[src/common/cfi_pkg.sv]
package cfi_pkg;

   // Flag positions in the cpu flag register
   localparam int FL_C = 0;
   localparam int FL_Z = 1;
   localparam int FL_I = 2;
   localparam int FL_D = 3;
   localparam int FL_B = 4;
   localparam int FL_T = 5;
   localparam int FL_V = 6;
   localparam int FL_N = 7;

   localparam logic [7:0] FLAGS_RST  = 8'h04;
   localparam logic [7:0] SP_RST     = 8'hFF;
   localparam logic [7:0] STACK_PAGE = 8'h01;
   localparam logic [7:0] ZERO_PAGE  = 8'h00;
   localparam logic [2:0] CFG_RST    = 3'h0;
   localparam logic [3:0] DIV_SLOW   = 4'hF;
   localparam logic [4:0] BCD_MAX    = 5'h09;
   localparam logic [4:0] BCD_ADJ    = 5'h06;

   // Register indexes
   localparam logic [3:0] REG_CMD     = 4'h0;
   localparam logic [3:0] REG_OPND    = 4'h1;
   localparam logic [3:0] REG_ACC     = 4'h2;
   localparam logic [3:0] REG_X       = 4'h3;
   localparam logic [3:0] REG_HI      = 4'h4;
   localparam logic [3:0] REG_SP      = 4'h5;
   localparam logic [3:0] REG_FLAGS   = 4'h6;
   localparam logic [3:0] REG_TADDR_L = 4'h7;
   localparam logic [3:0] REG_TADDR_H = 4'h8;
   localparam logic [3:0] REG_CLKCFG  = 4'h9;
   localparam logic [3:0] REG_STATUS  = 4'hA;

   // Instruction cycles per class
   localparam logic [4:0] CYC_REG  = 5'h02;
   localparam logic [4:0] CYC_PUSH = 5'h03;
   localparam logic [4:0] CYC_PULL = 5'h04;
   localparam logic [4:0] CYC_RMW  = 5'h05;
   localparam logic [4:0] CYC_BRK  = 5'h07;
   localparam logic [4:0] CYC_MULT = 5'h08;
   localparam logic [4:0] CYC_QUOT = 5'h10;

   localparam int         NUM_SRC = 8;
   localparam logic [3:0] VEC_BRK = 4'h8;

   typedef enum logic [4:0] {
      OP_NOP   = 5'h00, OP_ADD   = 5'h01, OP_SUB   = 5'h02, OP_AND   = 5'h03,
      OP_XOR   = 5'h04, OP_OR    = 5'h05, OP_SHL   = 5'h06, OP_SHR   = 5'h07,
      OP_ROTL  = 5'h08, OP_ROTR  = 5'h09, OP_NIB   = 5'h0A, OP_MINUS = 5'h0B,
      OP_PLUS  = 5'h0C, OP_INV   = 5'h0D, OP_BCLR  = 5'h0E, OP_BSET  = 5'h0F,
      OP_PUSHF = 5'h10, OP_PULLF = 5'h11, OP_MULT  = 5'h12, OP_QUOT  = 5'h13,
      OP_BREAK = 5'h14, OP_CSET  = 5'h15, OP_CCLR  = 5'h16, OP_DSET  = 5'h17,
      OP_DCLR  = 5'h18, OP_TSET  = 5'h19, OP_TCLR  = 5'h1A, OP_ISET  = 5'h1B,
      OP_ICLR  = 5'h1C
   } cfi_op_t;

   typedef enum logic [2:0] {
      ST_IDLE   = 3'b000,
      ST_FETCH  = 3'b001,
      ST_CAPT   = 3'b010,
      ST_MODIFY = 3'b011,
      ST_STORE  = 3'b100,
      ST_PAD    = 3'b101
   } cfi_state_t;

   typedef struct packed {
      logic [3:0] addr;
      logic [7:0] wdata;
      logic       wr;
      logic       rd;
   } cfi_reg_req_t;

   typedef struct packed {
      logic [15:0] addr;
      logic [7:0]  wdata;
      logic        wr;
      logic        rd;
   } cfi_mem_req_t;

   function automatic logic cfi_is_alu(input cfi_op_t op);
      return op == OP_ADD || op == OP_SUB || op == OP_AND || op == OP_XOR || op == OP_OR;
   endfunction

   function automatic logic cfi_is_rmw(input cfi_op_t op, input logic t);
      return (op >= OP_SHL && op <= OP_BSET) || (t && cfi_is_alu(op));
   endfunction

   function automatic logic [4:0] cfi_op_cycles(input cfi_op_t op, input logic t);
      logic [4:0] n;
      n = CYC_REG;
      case (op)
         OP_PUSHF: n = CYC_PUSH;
         OP_PULLF: n = CYC_PULL;
         OP_BREAK: n = CYC_BRK;
         OP_MULT:  n = CYC_MULT;
         OP_QUOT:  n = CYC_QUOT;
         default:  n = cfi_is_rmw(op, t) ? CYC_RMW : CYC_REG;
      endcase
      return n;
   endfunction

endpackage

[src/rtl/cfi_bcd_alu.sv]
`timescale 1ns/1ps
`default_nettype none
module cfi_bcd_alu
   import cfi_pkg::*;
(
   // Operands
   input  wire logic [7:0] a,
   input  wire logic [7:0] b,
   input  wire logic       cin,
   // Mode
   input  wire logic       dec,
   input  wire logic       sub,
   // Result
   output var  logic [7:0] res,
   output var  logic       cout,
   output var  logic       ovf
);

   logic [8:0] bsum;
   logic [7:0] bb;
   logic [4:0] lo, hi;
   logic       c1;

   always_comb begin
      bb   = sub ? ~b : b;
      bsum = {1'b0, a} + {1'b0, bb} + {8'h00, cin}; // RULE_18
      // Overflow stays binary in decimal mode; software may not use it
      ovf  = (a[7] == bb[7]) && (bsum[7] != a[7]); // RULE_06
      res  = bsum[7:0];
      cout = bsum[8];
      lo   = 5'h00;
      hi   = 5'h00;
      c1   = 1'b0;
      if (dec && !sub) begin // RULE_04
         lo = {1'b0, a[3:0]} + {1'b0, b[3:0]} + {4'h0, cin}; // RULE_18
         c1 = lo > BCD_MAX;
         if (c1) lo = lo + BCD_ADJ;
         hi = {1'b0, a[7:4]} + {1'b0, b[7:4]} + {4'h0, c1};
         cout = hi > BCD_MAX; // RULE_07
         if (cout) hi = hi + BCD_ADJ;
         res = {hi[3:0], lo[3:0]};
      end else if (dec) begin // RULE_04
         lo = {1'b0, a[3:0]} - {1'b0, b[3:0]} - {4'h0, !cin}; // RULE_18
         c1 = lo[4];
         if (c1) lo = lo - BCD_ADJ;
         hi = {1'b0, a[7:4]} - {1'b0, b[7:4]} - {4'h0, c1};
         cout = !hi[4]; // RULE_07
         if (hi[4]) hi = hi - BCD_ADJ;
         res = {hi[3:0], lo[3:0]};
      end
   end

endmodule
`default_nettype wire

[src/rtl/cfi_core.sv]
`timescale 1ns/1ps
`default_nettype none
// Behaviour
// RULE_01: Reset sets the interrupt disable flag; other flags unspecified.
// RULE_02: Software initialises index x mode and decimal mode flags after reset.
// RULE_03: Flags push stores flags at stack pointer plus one; pull restores them.
// RULE_04: Decimal mode adjusts only add with carry and subtract with borrow.
// RULE_05: Software inserts one instruction before carry or decimal flag ops after decimal math.
// RULE_06: Negative, overflow and zero flags are undefined after decimal math.
// RULE_07: Decimal carry sets carry flag; decimal borrow clears it.
// RULE_08: Software presets carry before decimal add or subtract it will test.
// RULE_09: Product and quotient ignore index x mode and decimal mode.
// RULE_10: Product and quotient leave every flag unchanged.
// RULE_11: Software never puts an indirect jump pointer at a page end.
// RULE_12: Software break vectors to the highest pending enabled source.
// RULE_13: Read-modify-write reads a byte, modifies it, writes it back there.
// RULE_14: Bit, shift, rotate, nibble, minus, plus and invert use read-modify-write.
// RULE_15: With index x mode set, arithmetic and logic ops use read-modify-write.
// RULE_16: Software keeps read-modify-write away from read-invalid addresses.
// RULE_17: Each instruction takes its listed count of system clock cycles.
// RULE_18: Incoming carry is the low digit's carry-in or inverted borrow-in.
module cfi_core
   import cfi_pkg::*;
(
   // Clock and reset
   input  wire logic               clock,
   input  wire logic               resetn,
   // Register port
   input  wire cfi_reg_req_t       reg_req,
   output var  logic [7:0]         reg_rdata,
   // Memory master, read data valid the cycle after the strobe
   output var  cfi_mem_req_t       mem_req,
   input  wire logic [7:0]         mem_rdata,
   // Interrupt sources, same clock
   input  wire logic [NUM_SRC-1:0] irq_req,
   input  wire logic [NUM_SRC-1:0] irq_en,
   // Status
   output var  logic               busy,
   output var  logic               done,
   output var  logic [3:0]         brk_vec,
   output var  logic               brk_take
);

   logic [7:0]   flags_q, flags_d, acc_q, acc_d, x_q, x_d, hi_q, hi_d;
   logic [7:0]   sp_q, sp_d, opnd_q, opnd_d, mdata_q, mdata_d, rdata_q, rdata_d;
   logic [15:0]  taddr_q, taddr_d;
   logic [2:0]   cfg_q, cfg_d;
   logic [4:0]   cyc_q, cyc_d, need_q, need_d;
   logic [3:0]   vec_q, vec_d;
   cfi_op_t      op_q, op_d;
   cfi_state_t   state_q, state_d;
   cfi_mem_req_t mem_q, mem_d;
   logic         rd_ack_q, busy_q, busy_d, done_q, done_d, vtake_q, vtake_d;
   logic         phi_en, t_arith, rmw, alu_c, alu_v, co, nz;
   logic [7:0]   mval, alu_a, alu_res, r, pend;

   function automatic logic [3:0] pick_src(input logic [NUM_SRC-1:0] p);
      logic [3:0] v;
      v = VEC_BRK;
      for (int i = NUM_SRC - 1; i >= 0; i--) begin
         if (p[i]) v = 4'(i);
      end
      return v;
   endfunction

   cfi_phi_div u_div (
      .clock  (clock),
      .resetn (resetn),
      .sel    (cfg_q),
      .phi_en (phi_en)
   );

   cfi_bcd_alu u_alu (
      .a    (alu_a),
      .b    (opnd_q),
      .cin  (flags_q[FL_C]),
      .dec  (flags_q[FL_D]),
      .sub  (op_q == OP_SUB),
      .res  (alu_res),
      .cout (alu_c),
      .ovf  (alu_v)
   );

   assign t_arith = flags_q[FL_T] && cfi_is_alu(op_q); // RULE_15
   assign rmw     = cfi_is_rmw(op_q, flags_q[FL_T]); // RULE_14
   assign mval    = rd_ack_q ? mem_rdata : mdata_q;
   assign alu_a   = t_arith ? mval : acc_q;
   assign pend    = irq_req & irq_en;

   always_comb begin
      flags_d = flags_q;
      acc_d   = acc_q;
      x_d     = x_q;
      hi_d    = hi_q;
      sp_d    = sp_q;
      opnd_d  = opnd_q;
      taddr_d = taddr_q;
      cfg_d   = cfg_q;
      op_d    = op_q;
      state_d = state_q;
      cyc_d   = cyc_q;
      need_d  = need_q;
      vec_d   = vec_q;
      mdata_d = mval;
      busy_d  = busy_q;
      done_d  = 1'b0;
      vtake_d = 1'b0;
      rdata_d = 8'h00;
      mem_d    = mem_q;
      mem_d.rd = 1'b0;
      mem_d.wr = 1'b0;
      r  = 8'h00;
      co = flags_q[FL_C];
      nz = 1'b0;

      if (reg_req.rd) begin
         if (reg_req.addr == REG_CMD) rdata_d = {3'h0, op_q};
         else if (reg_req.addr == REG_OPND) rdata_d = opnd_q;
         else if (reg_req.addr == REG_ACC) rdata_d = acc_q;
         else if (reg_req.addr == REG_X) rdata_d = x_q;
         else if (reg_req.addr == REG_HI) rdata_d = hi_q;
         else if (reg_req.addr == REG_SP) rdata_d = sp_q;
         else if (reg_req.addr == REG_FLAGS) rdata_d = flags_q;
         else if (reg_req.addr == REG_TADDR_L) rdata_d = taddr_q[7:0];
         else if (reg_req.addr == REG_TADDR_H) rdata_d = taddr_q[15:8];
         else if (reg_req.addr == REG_CLKCFG) rdata_d = {5'h00, cfg_q};
         else if (reg_req.addr == REG_STATUS) rdata_d = {3'h0, busy_q, vec_q};
      end

      // Core state belongs to the sequencer while busy; writes other than REG_CLKCFG then are dropped
      if (reg_req.wr) begin
         if (reg_req.addr == REG_CLKCFG) cfg_d = reg_req.wdata[2:0]; // RULE_17
         else if (state_q == ST_IDLE) begin
            if (reg_req.addr == REG_CMD) begin
               op_d   = cfi_op_t'(reg_req.wdata[4:0]);
               need_d = cfi_op_cycles(op_d, flags_q[FL_T]); // RULE_17
               cyc_d  = 5'h00;
               busy_d = 1'b1;
               if (op_d == OP_PUSHF || op_d == OP_BREAK) state_d = ST_STORE;
               else if (op_d == OP_PULLF || cfi_is_rmw(op_d, flags_q[FL_T])) state_d = ST_FETCH;
               else state_d = ST_MODIFY;
            end
            else if (reg_req.addr == REG_OPND) opnd_d = reg_req.wdata;
            else if (reg_req.addr == REG_ACC) acc_d = reg_req.wdata;
            else if (reg_req.addr == REG_X) x_d = reg_req.wdata;
            else if (reg_req.addr == REG_HI) hi_d = reg_req.wdata;
            else if (reg_req.addr == REG_SP) sp_d = reg_req.wdata;
            else if (reg_req.addr == REG_FLAGS) flags_d = reg_req.wdata;
            else if (reg_req.addr == REG_TADDR_L) taddr_d[7:0] = reg_req.wdata;
            else if (reg_req.addr == REG_TADDR_H) taddr_d[15:8] = reg_req.wdata;
         end
      end

      if (phi_en && state_q != ST_IDLE) begin
         cyc_d = cyc_q + 5'h01;
         case (state_q)
            ST_FETCH: begin
               mem_d.rd = 1'b1;
               if (op_q == OP_PULLF) begin
                  sp_d       = sp_q + 8'h01;
                  mem_d.addr = {STACK_PAGE, sp_d}; // RULE_03
               end
               else if (t_arith) mem_d.addr = {ZERO_PAGE, x_q}; // RULE_15
               else mem_d.addr = taddr_q; // RULE_13
               state_d = ST_CAPT;
            end
            ST_CAPT: state_d = ST_MODIFY;
            ST_MODIFY: begin
               state_d = rmw ? ST_STORE : ST_PAD;
               case (op_q)
                  OP_ADD, OP_SUB: begin
                     r  = alu_res;
                     co = alu_c; // RULE_07
                     nz = 1'b1; // RULE_06
                     flags_d[FL_V] = alu_v;
                  end
                  OP_AND: begin
                     r  = alu_a & opnd_q;
                     nz = 1'b1;
                  end
                  OP_XOR: begin
                     r  = alu_a ^ opnd_q;
                     nz = 1'b1;
                  end
                  OP_OR: begin
                     r  = alu_a | opnd_q;
                     nz = 1'b1;
                  end
                  OP_SHL: begin
                     {co, r} = {mval, 1'b0};
                     nz      = 1'b1;
                  end
                  OP_SHR: begin
                     {r, co} = {1'b0, mval};
                     nz      = 1'b1;
                  end
                  OP_ROTL: begin
                     {co, r} = {mval, flags_q[FL_C]};
                     nz      = 1'b1;
                  end
                  OP_ROTR: begin
                     {r, co} = {flags_q[FL_C], mval};
                     nz      = 1'b1;
                  end
                  OP_NIB: r = {mval[3:0], mval[7:4]};
                  OP_MINUS: begin
                     r  = mval - 8'h01;
                     nz = 1'b1;
                  end
                  OP_PLUS: begin
                     r  = mval + 8'h01;
                     nz = 1'b1;
                  end
                  OP_INV: begin
                     r  = ~mval;
                     nz = 1'b1;
                  end
                  OP_BCLR: r = mval & ~(8'h01 << opnd_q[2:0]);
                  OP_BSET: r = mval | (8'h01 << opnd_q[2:0]);
                  // Flags and mode bits are never consulted here
                  OP_MULT: {hi_d, acc_d} = acc_q * opnd_q; // RULE_09 RULE_10
                  OP_QUOT: begin
                     // Zero divisor leaves both halves untouched
                     if (opnd_q != 8'h00) begin // RULE_09 RULE_10
                        acc_d = 8'({hi_q, acc_q} / {8'h00, opnd_q});
                        hi_d  = 8'({hi_q, acc_q} % {8'h00, opnd_q});
                     end
                  end
                  OP_CSET: co = 1'b1;
                  OP_CCLR: co = 1'b0;
                  OP_DSET: flags_d[FL_D] = 1'b1;
                  OP_DCLR: flags_d[FL_D] = 1'b0;
                  OP_TSET: flags_d[FL_T] = 1'b1;
                  OP_TCLR: flags_d[FL_T] = 1'b0;
                  OP_ISET: flags_d[FL_I] = 1'b1;
                  OP_ICLR: flags_d[FL_I] = 1'b0;
                  default: r = 8'h00;
               endcase
               flags_d[FL_C] = co;
               if (nz) begin
                  flags_d[FL_N] = r[7];
                  flags_d[FL_Z] = (r == 8'h00);
               end
               if (op_q == OP_PULLF) flags_d = mval; // RULE_03
               if (rmw) mdata_d = r; // RULE_13
               else if (cfi_is_alu(op_q)) acc_d = r;
            end
            ST_STORE: begin
               mem_d.wr    = 1'b1;
               mem_d.wdata = mdata_q; // RULE_13
               if (op_q == OP_PUSHF || op_q == OP_BREAK) begin
                  mem_d.addr  = {STACK_PAGE, sp_q}; // RULE_03
                  mem_d.wdata = flags_q;
                  sp_d        = sp_q - 8'h01;
                  if (op_q == OP_BREAK) begin
                     mem_d.wdata[FL_B] = 1'b1;
                     flags_d[FL_I]     = 1'b1;
                     vec_d             = pick_src(pend); // RULE_12
                     vtake_d           = 1'b1;
                  end
               end
               state_d = ST_PAD;
            end
            ST_PAD: begin
               if (cyc_d >= need_q) begin // RULE_17
                  state_d = ST_IDLE;
                  busy_d  = 1'b0;
                  done_d  = 1'b1;
               end
            end
            default: state_d = ST_IDLE;
         endcase
      end
   end

   always_ff @(posedge clock) begin
      if (!resetn) begin
         flags_q  <= FLAGS_RST; // RULE_01
         acc_q    <= 8'h00;
         x_q      <= 8'h00;
         hi_q     <= 8'h00;
         sp_q     <= SP_RST;
         opnd_q   <= 8'h00;
         taddr_q  <= 16'h0000;
         cfg_q    <= CFG_RST;
         op_q     <= OP_NOP;
         state_q  <= ST_IDLE;
         cyc_q    <= 5'h00;
         need_q   <= 5'h00;
         vec_q    <= VEC_BRK;
         mdata_q  <= 8'h00;
         rdata_q  <= 8'h00;
         mem_q    <= '0;
         rd_ack_q <= 1'b0;
         busy_q   <= 1'b0;
         done_q   <= 1'b0;
         vtake_q  <= 1'b0;
      end else begin
         flags_q  <= flags_d;
         acc_q    <= acc_d;
         x_q      <= x_d;
         hi_q     <= hi_d;
         sp_q     <= sp_d;
         opnd_q   <= opnd_d;
         taddr_q  <= taddr_d;
         cfg_q    <= cfg_d;
         op_q     <= op_d;
         state_q  <= state_d;
         cyc_q    <= cyc_d;
         need_q   <= need_d;
         vec_q    <= vec_d;
         mdata_q  <= mdata_d;
         rdata_q  <= rdata_d;
         mem_q    <= mem_d;
         rd_ack_q <= mem_q.rd;
         busy_q   <= busy_d;
         done_q   <= done_d;
         vtake_q  <= vtake_d;
      end
   end

   assign reg_rdata = rdata_q;
   assign mem_req   = mem_q;
   assign busy      = busy_q;
   assign done      = done_q;
   assign brk_vec   = vec_q;
   assign brk_take  = vtake_q;

   // Checking helpers
   logic [4:0]   chk_cnt_q;
   logic [15:0]  rd_addr_q;
   logic [7:0]   pend_q;

   function automatic int bcd_val(input logic [7:0] v);
      return 10 * int'(v[7:4]) + int'(v[3:0]);
   endfunction

   function automatic logic bcd_ok(input logic [7:0] v);
      return v[7:4] <= BCD_MAX[3:0] && v[3:0] <= BCD_MAX[3:0];
   endfunction

   always_ff @(posedge clock) begin
      if (!resetn) begin
         chk_cnt_q <= 5'h00;
         rd_addr_q <= 16'h0000;
         pend_q    <= 8'h00;
      end else begin
         pend_q <= pend;
         if (mem_req.rd) rd_addr_q <= mem_req.addr;
         if (reg_req.wr && reg_req.addr == REG_CMD && state_q == ST_IDLE) chk_cnt_q <= 5'h00;
         else if (phi_en && state_q != ST_IDLE) chk_cnt_q <= chk_cnt_q + 5'h01;
      end
   end
endmodule
`default_nettype wire

[src/rtl/cfi_phi_div.sv]
`timescale 1ns/1ps
`default_nettype none
module cfi_phi_div
   import cfi_pkg::*;
(
   // Clock and reset
   input  wire logic       clock,
   input  wire logic       resetn,
   // {source select, division ratio select}
   input  wire logic [2:0] sel,
   output var  logic       phi_en
);

   logic [3:0] cnt_q, cnt_d, lim;
   logic       en_q, en_d;

   // Ratio change takes effect at once: the running count is compared with the new limit
   always_comb begin
      lim  = sel[2] ? DIV_SLOW : (4'h1 << sel[1:0]) - 4'h1;
      cnt_d = cnt_q + 4'h1;
      en_d  = 1'b0;
      if (cnt_q >= lim) begin
         cnt_d = 4'h0;
         en_d  = 1'b1;
      end
   end

   always_ff @(posedge clock) begin
      if (!resetn) begin
         cnt_q <= 4'h0;
         en_q  <= 1'b0;
      end else begin
         cnt_q <= cnt_d;
         en_q  <= en_d;
      end
   end

   assign phi_en = en_q;

endmodule
`default_nettype wire

[config.mk]
export PLATFORM = sky130hd
export DESIGN_NAME = cfi_core
export DESIGN_NICKNAME = d
export VERILOG_FILES = /design/src/common/cfi_pkg.sv /design/src/rtl/cfi_bcd_alu.sv /design/src/rtl/cfi_core.sv /design/src/rtl/cfi_phi_div.sv
export SDC_FILE = /design/constraint.sdc
export NUM_CORES = 1
export LEC_CHECK = 0
export BUFFER_PORTS_ARGS = -buffer_cell sky130_fd_sc_hd__buf_2
export CAP_MARGIN = 20
export CORE_MARGIN = 2
export CORE_UTILIZATION = 50
export CTS_CLUSTER_SIZE = 8
export DETAILED_ROUTE_END_ITERATION = 8
export GPL_TIMING_DRIVEN = 0
export PLACE_DENSITY = 0.67
export SYNTH_ARGS = -nofsm -noshare
export SYNTH_HDL_FRONTEND = slang
export SYNTH_SLANG_ARGS = --single-unit
[constraint.sdc]
create_clock -name clock -period 34.3 [get_ports clock]
set_input_delay 3.43 -clock clock [delete_from_list [all_inputs] [get_ports clock]]
set_output_delay 3.43 -clock clock [all_outputs]
set_load 0.005 [all_outputs]
Yosys cells after proc, flatten, opt, wreduce, memory -nomap -nowiden
Cells that the tools add are included.
{ "word_totals": {"out_inout_bits": 41, "in_bits": 40, "register_bits": 140} }
{ "op_classes": {"magnitude_cmp": 8, "addsub": 21, "shifts": 2, "div_mod_pow": 2, "muxes": 135, "mul": 1, "reduce_logical": 52, "bitwise": 20, "eq_ne": 58} }
{ "op_table": {"columns": ["op", "count"], "rows": [
  ["2-to-1 mux 8 bit", 64],
  ["one-hot mux 8 bit (14 select lines)", 1],
  ["== test 5 bit, second input constant", 18],
  ["2-to-1 mux 4 bit", 13],
  ["one-hot mux 8 bit (2 select lines)", 3],
  ["2-to-1 mux 5 bit", 9],
  ["== test 5 x 4 -> 1 bit, second input constant", 8],
  ["2-to-1 mux 16 bit", 2],
  ["one-hot mux 16 bit (2 select lines)", 1],
  ["== test 5 x 3 -> 1 bit, second input constant", 6],
  ["one-hot mux 5 bit (5 select lines)", 1],
  ["bitwise AND 8 bit", 3],
  ["2-to-1 mux 1 bit", 24],
  ["2-to-1 mux 24 bit", 1],
  ["2-to-1 mux 3 bit", 8],
  ["inverter 8 bit", 3],
  ["== test 5 x 2 -> 1 bit, second input constant", 4],
  ["adder 8 x 1 -> 8 bit, second input constant", 2],
  ["divider 16 x 8 -> 16 bit", 1],
  ["== test 4 x 3 -> 1 bit, second input constant", 4],
  ["modulo 16 x 8 -> 16 bit", 1],
  ["multiplier 8 x 8 -> 16 bit", 1],
  ["bitwise OR 8 bit", 2],
  ["AND reduction 4 bit", 4],
  ["other kinds (55)", 115]
]} }

Longest topological paths before layout
Gate-level depths: netlist of run 1.
{ "depth": {"word_depth": 22, "depth_mapped": 164, "depth_no_buf": 153} }

By module
Synthesis of run 1 repeated with hierarchy kept, for this count alone.
{ "hier_totals": {"cells_unflattened": 2484, "area_unflattened_um2": 18611.6} }
{ "modules_own_cells": {"columns": ["module", "instances", "cells_each", "area_each_um2"], "rows": [
  ["cfi_core", 1, 2262, 16796.1],
  ["cfi_bcd_alu", 1, 193, 1537.7],
  ["cfi_phi_div", 1, 29, 277.8]
]} }

Worst setup path after synthesis of run 1
No wires, ideal clock.
{ "synth_timing": {"kind": "register -> register", "startpoint": "register opnd_q[0]", "endpoint": "register hi_q[3]", "setup_ns": 0.127, "slack_ns": 3.811, "arrival_time_ns": 30.362, "period_less_slack_ns": 30.489, "path_stages_with_launch": 155, "path_buffers": 13, "required_ns": 34.173, "cell_sequence": "dfxtp_1 inv_1 ha_1 a41oi_1 a31oi_2 ha_1 o21a_1 o2111ai_1 mux2_2 ha_1 a21oi_1 a2111o_1 o32a_1 o21ai_0 ha_1 a21o_1 o21a_1 o21ai_1 (+119 left out) mux2_2 ha_1 nor2b_1 o21ai_0 nand2b_1 and2_1 nor2_1 nor2_1 nor2_1 o21ai_0 a21o_1 a221o_1 a21oi_1 o21a_1 o311ai_2 nor2_2 nor2_1 or3_1"} }
{ "synth_between": {"elab_chain_cells": 5} }
{ "synth_lines": {"columns": ["element", "line", "text"], "rows": [
  ["start, declared", "cfi_core.sv:45", "logic [7:0] sp_q, sp_d, opnd_q, opnd_d, mdata_q, mdata_d, rdata_q, rdata_d;"],
  ["start signal, assigned", "cfi_core.sv:304", "opnd_q <= opnd_d;"],
  ["modulo 16 x 8 -> 16 bit or nonzero test 8 bit (tied branches)", "cfi_core.sv:226, cfi_core.sv:224", null],
  ["2-to-1 mux 8 bit", "cfi_core.sv:224", "if (opnd_q != 8'h00) begin"],
  ["one-hot mux 8 bit (2 select lines) *", "cfi_core.sv:170", "case (op_q)"],
  ["2-to-1 mux 8 bit *", "cfi_core.sv:156", "case (state_q)"],
  ["2-to-1 mux 8 bit *", "cfi_core.sv:154", "if (phi_en && state_q != ST_IDLE) begin"],
  ["end signal, assigned", "cfi_core.sv:302", "hi_q <= hi_d;"],
  ["end, declared", "cfi_core.sv:44", "logic [7:0] flags_q, flags_d, acc_q, acc_d, x_q, x_d, hi_q, hi_d;"]
]} }
Every way passes the cells marked *; elsewhere a longest branch is shown, timed or not.
A chain may end at the register's enable or synchronous reset.

Worst setup path in the final report of run 1
{ "layout_timing": {"startpoint": "register opnd_q[5]", "endpoint": "register hi_q[4]"} }
Same word-level chain as after synthesis.

==> impl_metrics.toml, run 1 <==
[status]
status = "finished clean"

[detailed_routing]
ant_nets = 0
drt-total-wl_um = 71360
drt_iter0_markers = 1822
drc_errors = 0
first_pass_iters = 6
routedWlPerCell_um = 22.97
num_vias = 20080
vias_per_cell = 6.463

[logic_synthesis]
synth-compound-area-share = 0.2514
synth_cell_type_count = 111
synth_edf_count = 0
yosysSeqAreaShare = 0.1506
synth.area.mux_share = 0.07417
synth_warnings = 0
synthCells = 2503
synth_xor_area_frac = 0.05413
synth-seq-cells = 140
yosys.area_share.adder = 0.1835
yosys.area.top_type = "dfxtp_1"
syn_area_per_cell_um2 = 7.434
netlist_top_cells_area = "dfxtp_1 (15%), ha_1 (13%), nor2_1 (5.8%)"
synth_commonest_cells = "nor2_1 (287), nand2_1 (260), a21oi_1 (196)"
synth_top_cell_area_share = 0.1506
synth_most_common_cell = "nor2_1"
synth_top_family_by_area = "compound AO/OA/AOI/OAI gates"
syn_nets = 2786
async_reset_ff_frac = 0
synth_ff_type = "dfxtp_1"
synth-simple-area-share = 0.2279
synth_area_um2 = 18610

[sta]
tightest_slew_ns = 1.188
maxSlewViolCount = 0
clock.fmax_ghz = 0.03073
finalHoldViolations = 0
period_needed_ns = 32.54
slew_headroom = 0.2008
skew_ns = 0.009454
fin_setup_tns_ns = 0
finalSetupViolCount = 0
finalCritPeriodShare = 0.9487

[global_route]
grt_pass1_vias = 19110
grt_usage = 0.3594
overflow = 0
antenna_found_initial = 0
grt_max_degree = 24
grt_pass1_wl_um = 108100

[setup_path]
crit_arrival_ns = 32.91
path_delay_family = "compound AO/OA/AOI/OAI gates"
cp_num_buf_inv = 14
start_kind = "flop"
setup.worst_path.end_class = "flop"
worst_path_largest_cell_delay_ns = 0.66
crit_type = "flop to flop"
crit_fanout = 10
required_ns = 34.67
cpMostUsedCell = "o21a_1"
cp_slowest_cell = "a2111oi_2"

[cts]
clk_latency_ns = 0.44
cts_buffers = 17
cts_max_path_buffers = 2
cts_tree = "yes"
cts_hold_buf = 0
path_clk_slew_ns = 0.06
clockRootBuffer = "clkbuf_16"
clkSinkCount = 140
cts_htree_levels = 4

[cells_and_area]
final_layout_size_suffix_gt1_frac = 0.1122
regArea_um2 = 2810
n_fill_cell = 3513
syn_to_final_growth_pct = 11.09
fin_nets = 2909
multi_input_comb_area_um2 = 14950
utilization = 0.5646
diodes = 0

[floorplan]
rows = 70
die_area_um2 = 38780
ioPinCount = 81
coreArea_um2 = 36610
die_h_um = 196.9
start_util = 0.5083
die_w_um = 196.9

[worst_hold_path]
hp-class = "flop to flop"

[placement]
place_congestion = 0.9927
dp_hpwl_um = 54790
io_buffers = 71

[run]
max_cap_violations = 0
[final timing paths]
path                  start        endpoint  slack (ns)  depth (start not counted)
max               opnd_q[5]         hi_q[4]        1.76                        153
max reg2reg       opnd_q[5]         hi_q[4]        1.76                        153
min          u_div.cnt_q[0]  u_div.cnt_q[0]        0.47                          1
min reg2reg  u_div.cnt_q[0]  u_div.cnt_q[0]        0.47                          1
[registers in the layout (all words and copies together) (netlist names), 3 cells and up]
name         count
mem_req         26
taddr_q         16
acc_q            8
flags_q          8
hi_q             8
mdata_q          8
opnd_q           8
reg_rdata        8
sp_q             8
x_q              8
cyc_q            5
need_q           5
op_q             5
brk_vec          4
u_div.cnt_q      4
cfg_q            3
state_q          3
[cell families after synthesis]
group / count (synthesis)
and+or+nand+nor: 905
xor gates and xnor gates: 115
DFF: 140
AOI/OAI and AO/OA: 696
adders and majority gates: 244
muxes: 128
buffers and inverters: 275
[metrics by stage]
stage | setup WS (ns) | hold WS (ns) | instances | cell area (um2)
2_1_floorplan | 3.811 | 0.4300 | 2503 | 18610
3_3_place_gp | -1.569 | 0.4509 | 3042 | 19550
3_5_place_dp | -2.037 | 0.4546 | 3045 | 19580
4_1_cts | 0.004505 | 0.4694 | 3079 | 20240
5_1_grt | -0.1487 | 0.5016 | 3107 | 20670
6_report | 1.761 | 0.4651 | 3107 | 20670
[cell usage in the layout, fill, tap and decap left out, types with 27 or more instances in the layout]
cell type and n:
a21oi_1 189, dfxtp_1 136, nand2b_1 27, mux2_2 35
xnor2_1 84, a21o_1 36, buf_2 77, fa_1 48
inv_1 125, mux2i_1 83, nand3_1 67, clkbuf_1 123
o21a_1 46, ha_1 195, o211ai_1 28, nor2_1 282
nand2_1 260, nor3_1 79, a211oi_1 31, buf_4 37
o21ai_0 116, xor2_1 31
[cell type report]
class | count | share of cell area
clock inverters | 13 | 0.008111
multi-input cells | 2088 | 0.7231
inverters | 131 | 0.02403
flip-flops and latches | 140 | 0.1359
repair inverters | 1 | 0.0002421
well taps | 468 | 0.02833
plain buffers | 142 | 0.02936
clock buffers | 19 | 0.02094
repair buffers | 105 | 0.02990
[timing repair]
action | CTS | global route
endpoints found under the setup margin | 9 | 10
endpoints found under the hold margin | 0 | 0
gates resized for setup | 16 | 62
cloned | 1 | 0
pin swaps | 0 | 16
setup buffers | 2 | 28
[layer usage]
metal  GRT usage  vias up  share of wire
met4      0.1949        0          0.058
met5           0        -              0
met2      0.5918     1000           0.45
li1            -     9266              -
met3     0.04706      240          0.080
met1      0.4571     9573           0.41
Power of run 1 is not shown: default switching activity piles up to over one toggle a cycle in this logic, so the estimate is an artifact.
==> inputs of run 2 (changes only) <==
--- a/config.mk
+++ b/config.mk
@@ -8,11 +8,12 @@
 export BUFFER_PORTS_ARGS = -buffer_cell sky130_fd_sc_hd__buf_2
 export CAP_MARGIN = 20
 export CORE_MARGIN = 2
-export CORE_UTILIZATION = 50
+export CORE_UTILIZATION = 55
 export CTS_CLUSTER_SIZE = 8
 export DETAILED_ROUTE_END_ITERATION = 8
 export GPL_TIMING_DRIVEN = 0
-export PLACE_DENSITY = 0.67
+export PLACE_DENSITY = 0.72
+export SETUP_SLACK_MARGIN = 0.3
 export SYNTH_ARGS = -nofsm -noshare
 export SYNTH_HDL_FRONTEND = slang
 export SYNTH_SLANG_ARGS = --single-unit
==> impl_metrics.toml, run 2 (synthesis gave the netlist of run 1 again) <==
[detailed_routing]
vias_per_cell = 6.475
drt_iter0_markers = 2072
first_pass_iters = 8
topRoutingLayerUsed = "met4"
drc_errors = 0
routedWlPerCell_um = 22.72
wl_met1_um = 27940
wl_met3_um = 5784
wl_met2_um = 32150
num_vias = 19980
ant_nets = 0
drt-total-wl_um = 70120

[setup_path]
cp-startpoint = "opnd_q[7]"
r2r-start = "opnd_q[7]"
worst_path_largest_cell_delay_ns = 0.59
cp_slowest_cell = "or4_1"
start_kind = "flop"
required_ns = 34.60
crit_type = "flop to flop"
cpMostUsedCell = "o21a_1"
crit_arrival_ns = 32.90
setup.worst_path.end_class = "flop"
crit_fanout = 10

[cells_and_area]
fin_area_um2 = 20660
fin_nets = 2908
final_common_cell = "nor2_1"
diodes = 0
largest_register_ff_count = 26
final_layout_size_suffix_gt1_frac = 0.1122
layout_common_cells = "nor2_1 (285), nand2_1 (260), ha_1 (192), a21oi_1 (185), dfxtp_1 (137)"
n_fill_cell = 3127
syn_to_final_growth_pct = 11.01
final_cells = 3086

[placement]
dpl.cell_count = 3025
io_buffers = 71
dp_hpwl_um = 53180
place_area_um2 = 19540
place_congestion = 1.014

[sta]
fin_setup_tns_ns = 0
tightest_slew_ns = 1.235
slew_headroom = 0.1692
maxSlewViolCount = 0
period_needed_ns = 32.60
finalCritPeriodShare = 0.9504
clock.fmax_ghz = 0.03068
finalSetupViolCount = 0
skew_ns = 0.01470
finalHoldViolations = 0

[status]
status = "finished clean"

[global_route]
grt_max_degree = 24
grt_pass1_vias = 19210
overflow = 0
grt_usage = 0.3870
grt_pass1_wl_um = 107600
antenna_found_initial = 0

[cts]
cts_htree_levels = 4
clk_latency_ns = 0.44
path_clk_slew_ns = 0.07
cts_tree = "yes"
cts_buffers = 17
clkSinkCount = 140
clockRootBuffer = "clkbuf_16"
cts_max_path_buffers = 2

[floorplan]
coreArea_um2 = 33450
start_util = 0.5563
rows = 67
ioPinCount = 81
die_h_um = 187.9
die_w_um = 187.9
die_area_um2 = 35320

[worst_hold_path]
hp-class = "flop to flop"
hp-start = "need_q[1]"

[run]
max_cap_violations = 0
run 2: cell types whose count changed in the layout (fill, tap and decap cells not counted), sizes merged:
cell and delta:
clkinvlp +3, buf -4, inv -1, nor2 +1
run 2: path summary, 6_finish.rpt:
kind | to | slack, ns | cells past startpoint
max | hi_q[5] | 1.70 | 153
min | need_q[1] | 0.48 | 2
max reg2reg | hi_q[5] | 1.70 | 153
min reg2reg | need_q[1] | 0.48 | 2
run 2: final cells by class:
type	instances	area, um2	area share
Buffer	144	616.8	0.02986
Timing Repair Buffer	100	565.5	0.02738
Timing Repair inverter	2	10.01	0.0004846
Tap cell	448	560.5	0.02714
Multi-Input combinational cell	2089	14990	0.7259
Sequential cell	140	2809	0.1360
Clock buffer	18	429.2	0.02078
Clock inverter	14	171.4	0.008298
Inverter	131	500.5	0.02423
run 2: per-layer routing:
| metal | vias up | track usage |
|---|---|---|
| met5 | - | 0 |
| met4 | 0 | 0.2132 |
| met3 | 242 | 0.05035 |
| met2 | 1051 | 0.6454 |
| met1 | 9431 | 0.4843 |
| li1 | 9258 | - |
run 2: per-stage QoR:
step                worst slack [ns]  utilization  hold slack [ns]
floorplan                      3.811            -           0.4300
global placement              -1.326       0.5837           0.4528
detailed placement            -1.971       0.5843           0.4683
CTS                           0.3734       0.6059           0.4793
global route               -0.001378       0.6176           0.4971
finish                         1.703       0.6176           0.4802
run 2: repair_timing:
item	in CTS	in global routing
buffers inserted	7	18
endpoints found under the setup margin	9	10
pin swaps	2	17
endpoints found under the hold margin	0	0
hold buffers	0	0
resized for setup	20	61
cloned	2	1
run 2: worst max-delay path: cells and delay by family, from the launching register on:
| family | cells | cell delay, ns |
|---|---|---|
| muxes | 6 | 1.95 |
| AOI/OAI and AO/OA | 73 | 14.25 |
| DFF | 1 | 0.39 |
| and+or+nand+nor | 44 | 8.17 |
| buffers and inverters | 15 | 2.86 |
| adders and majority gates | 15 | 4.74 |
Power of run 2 is left out for the same reason.
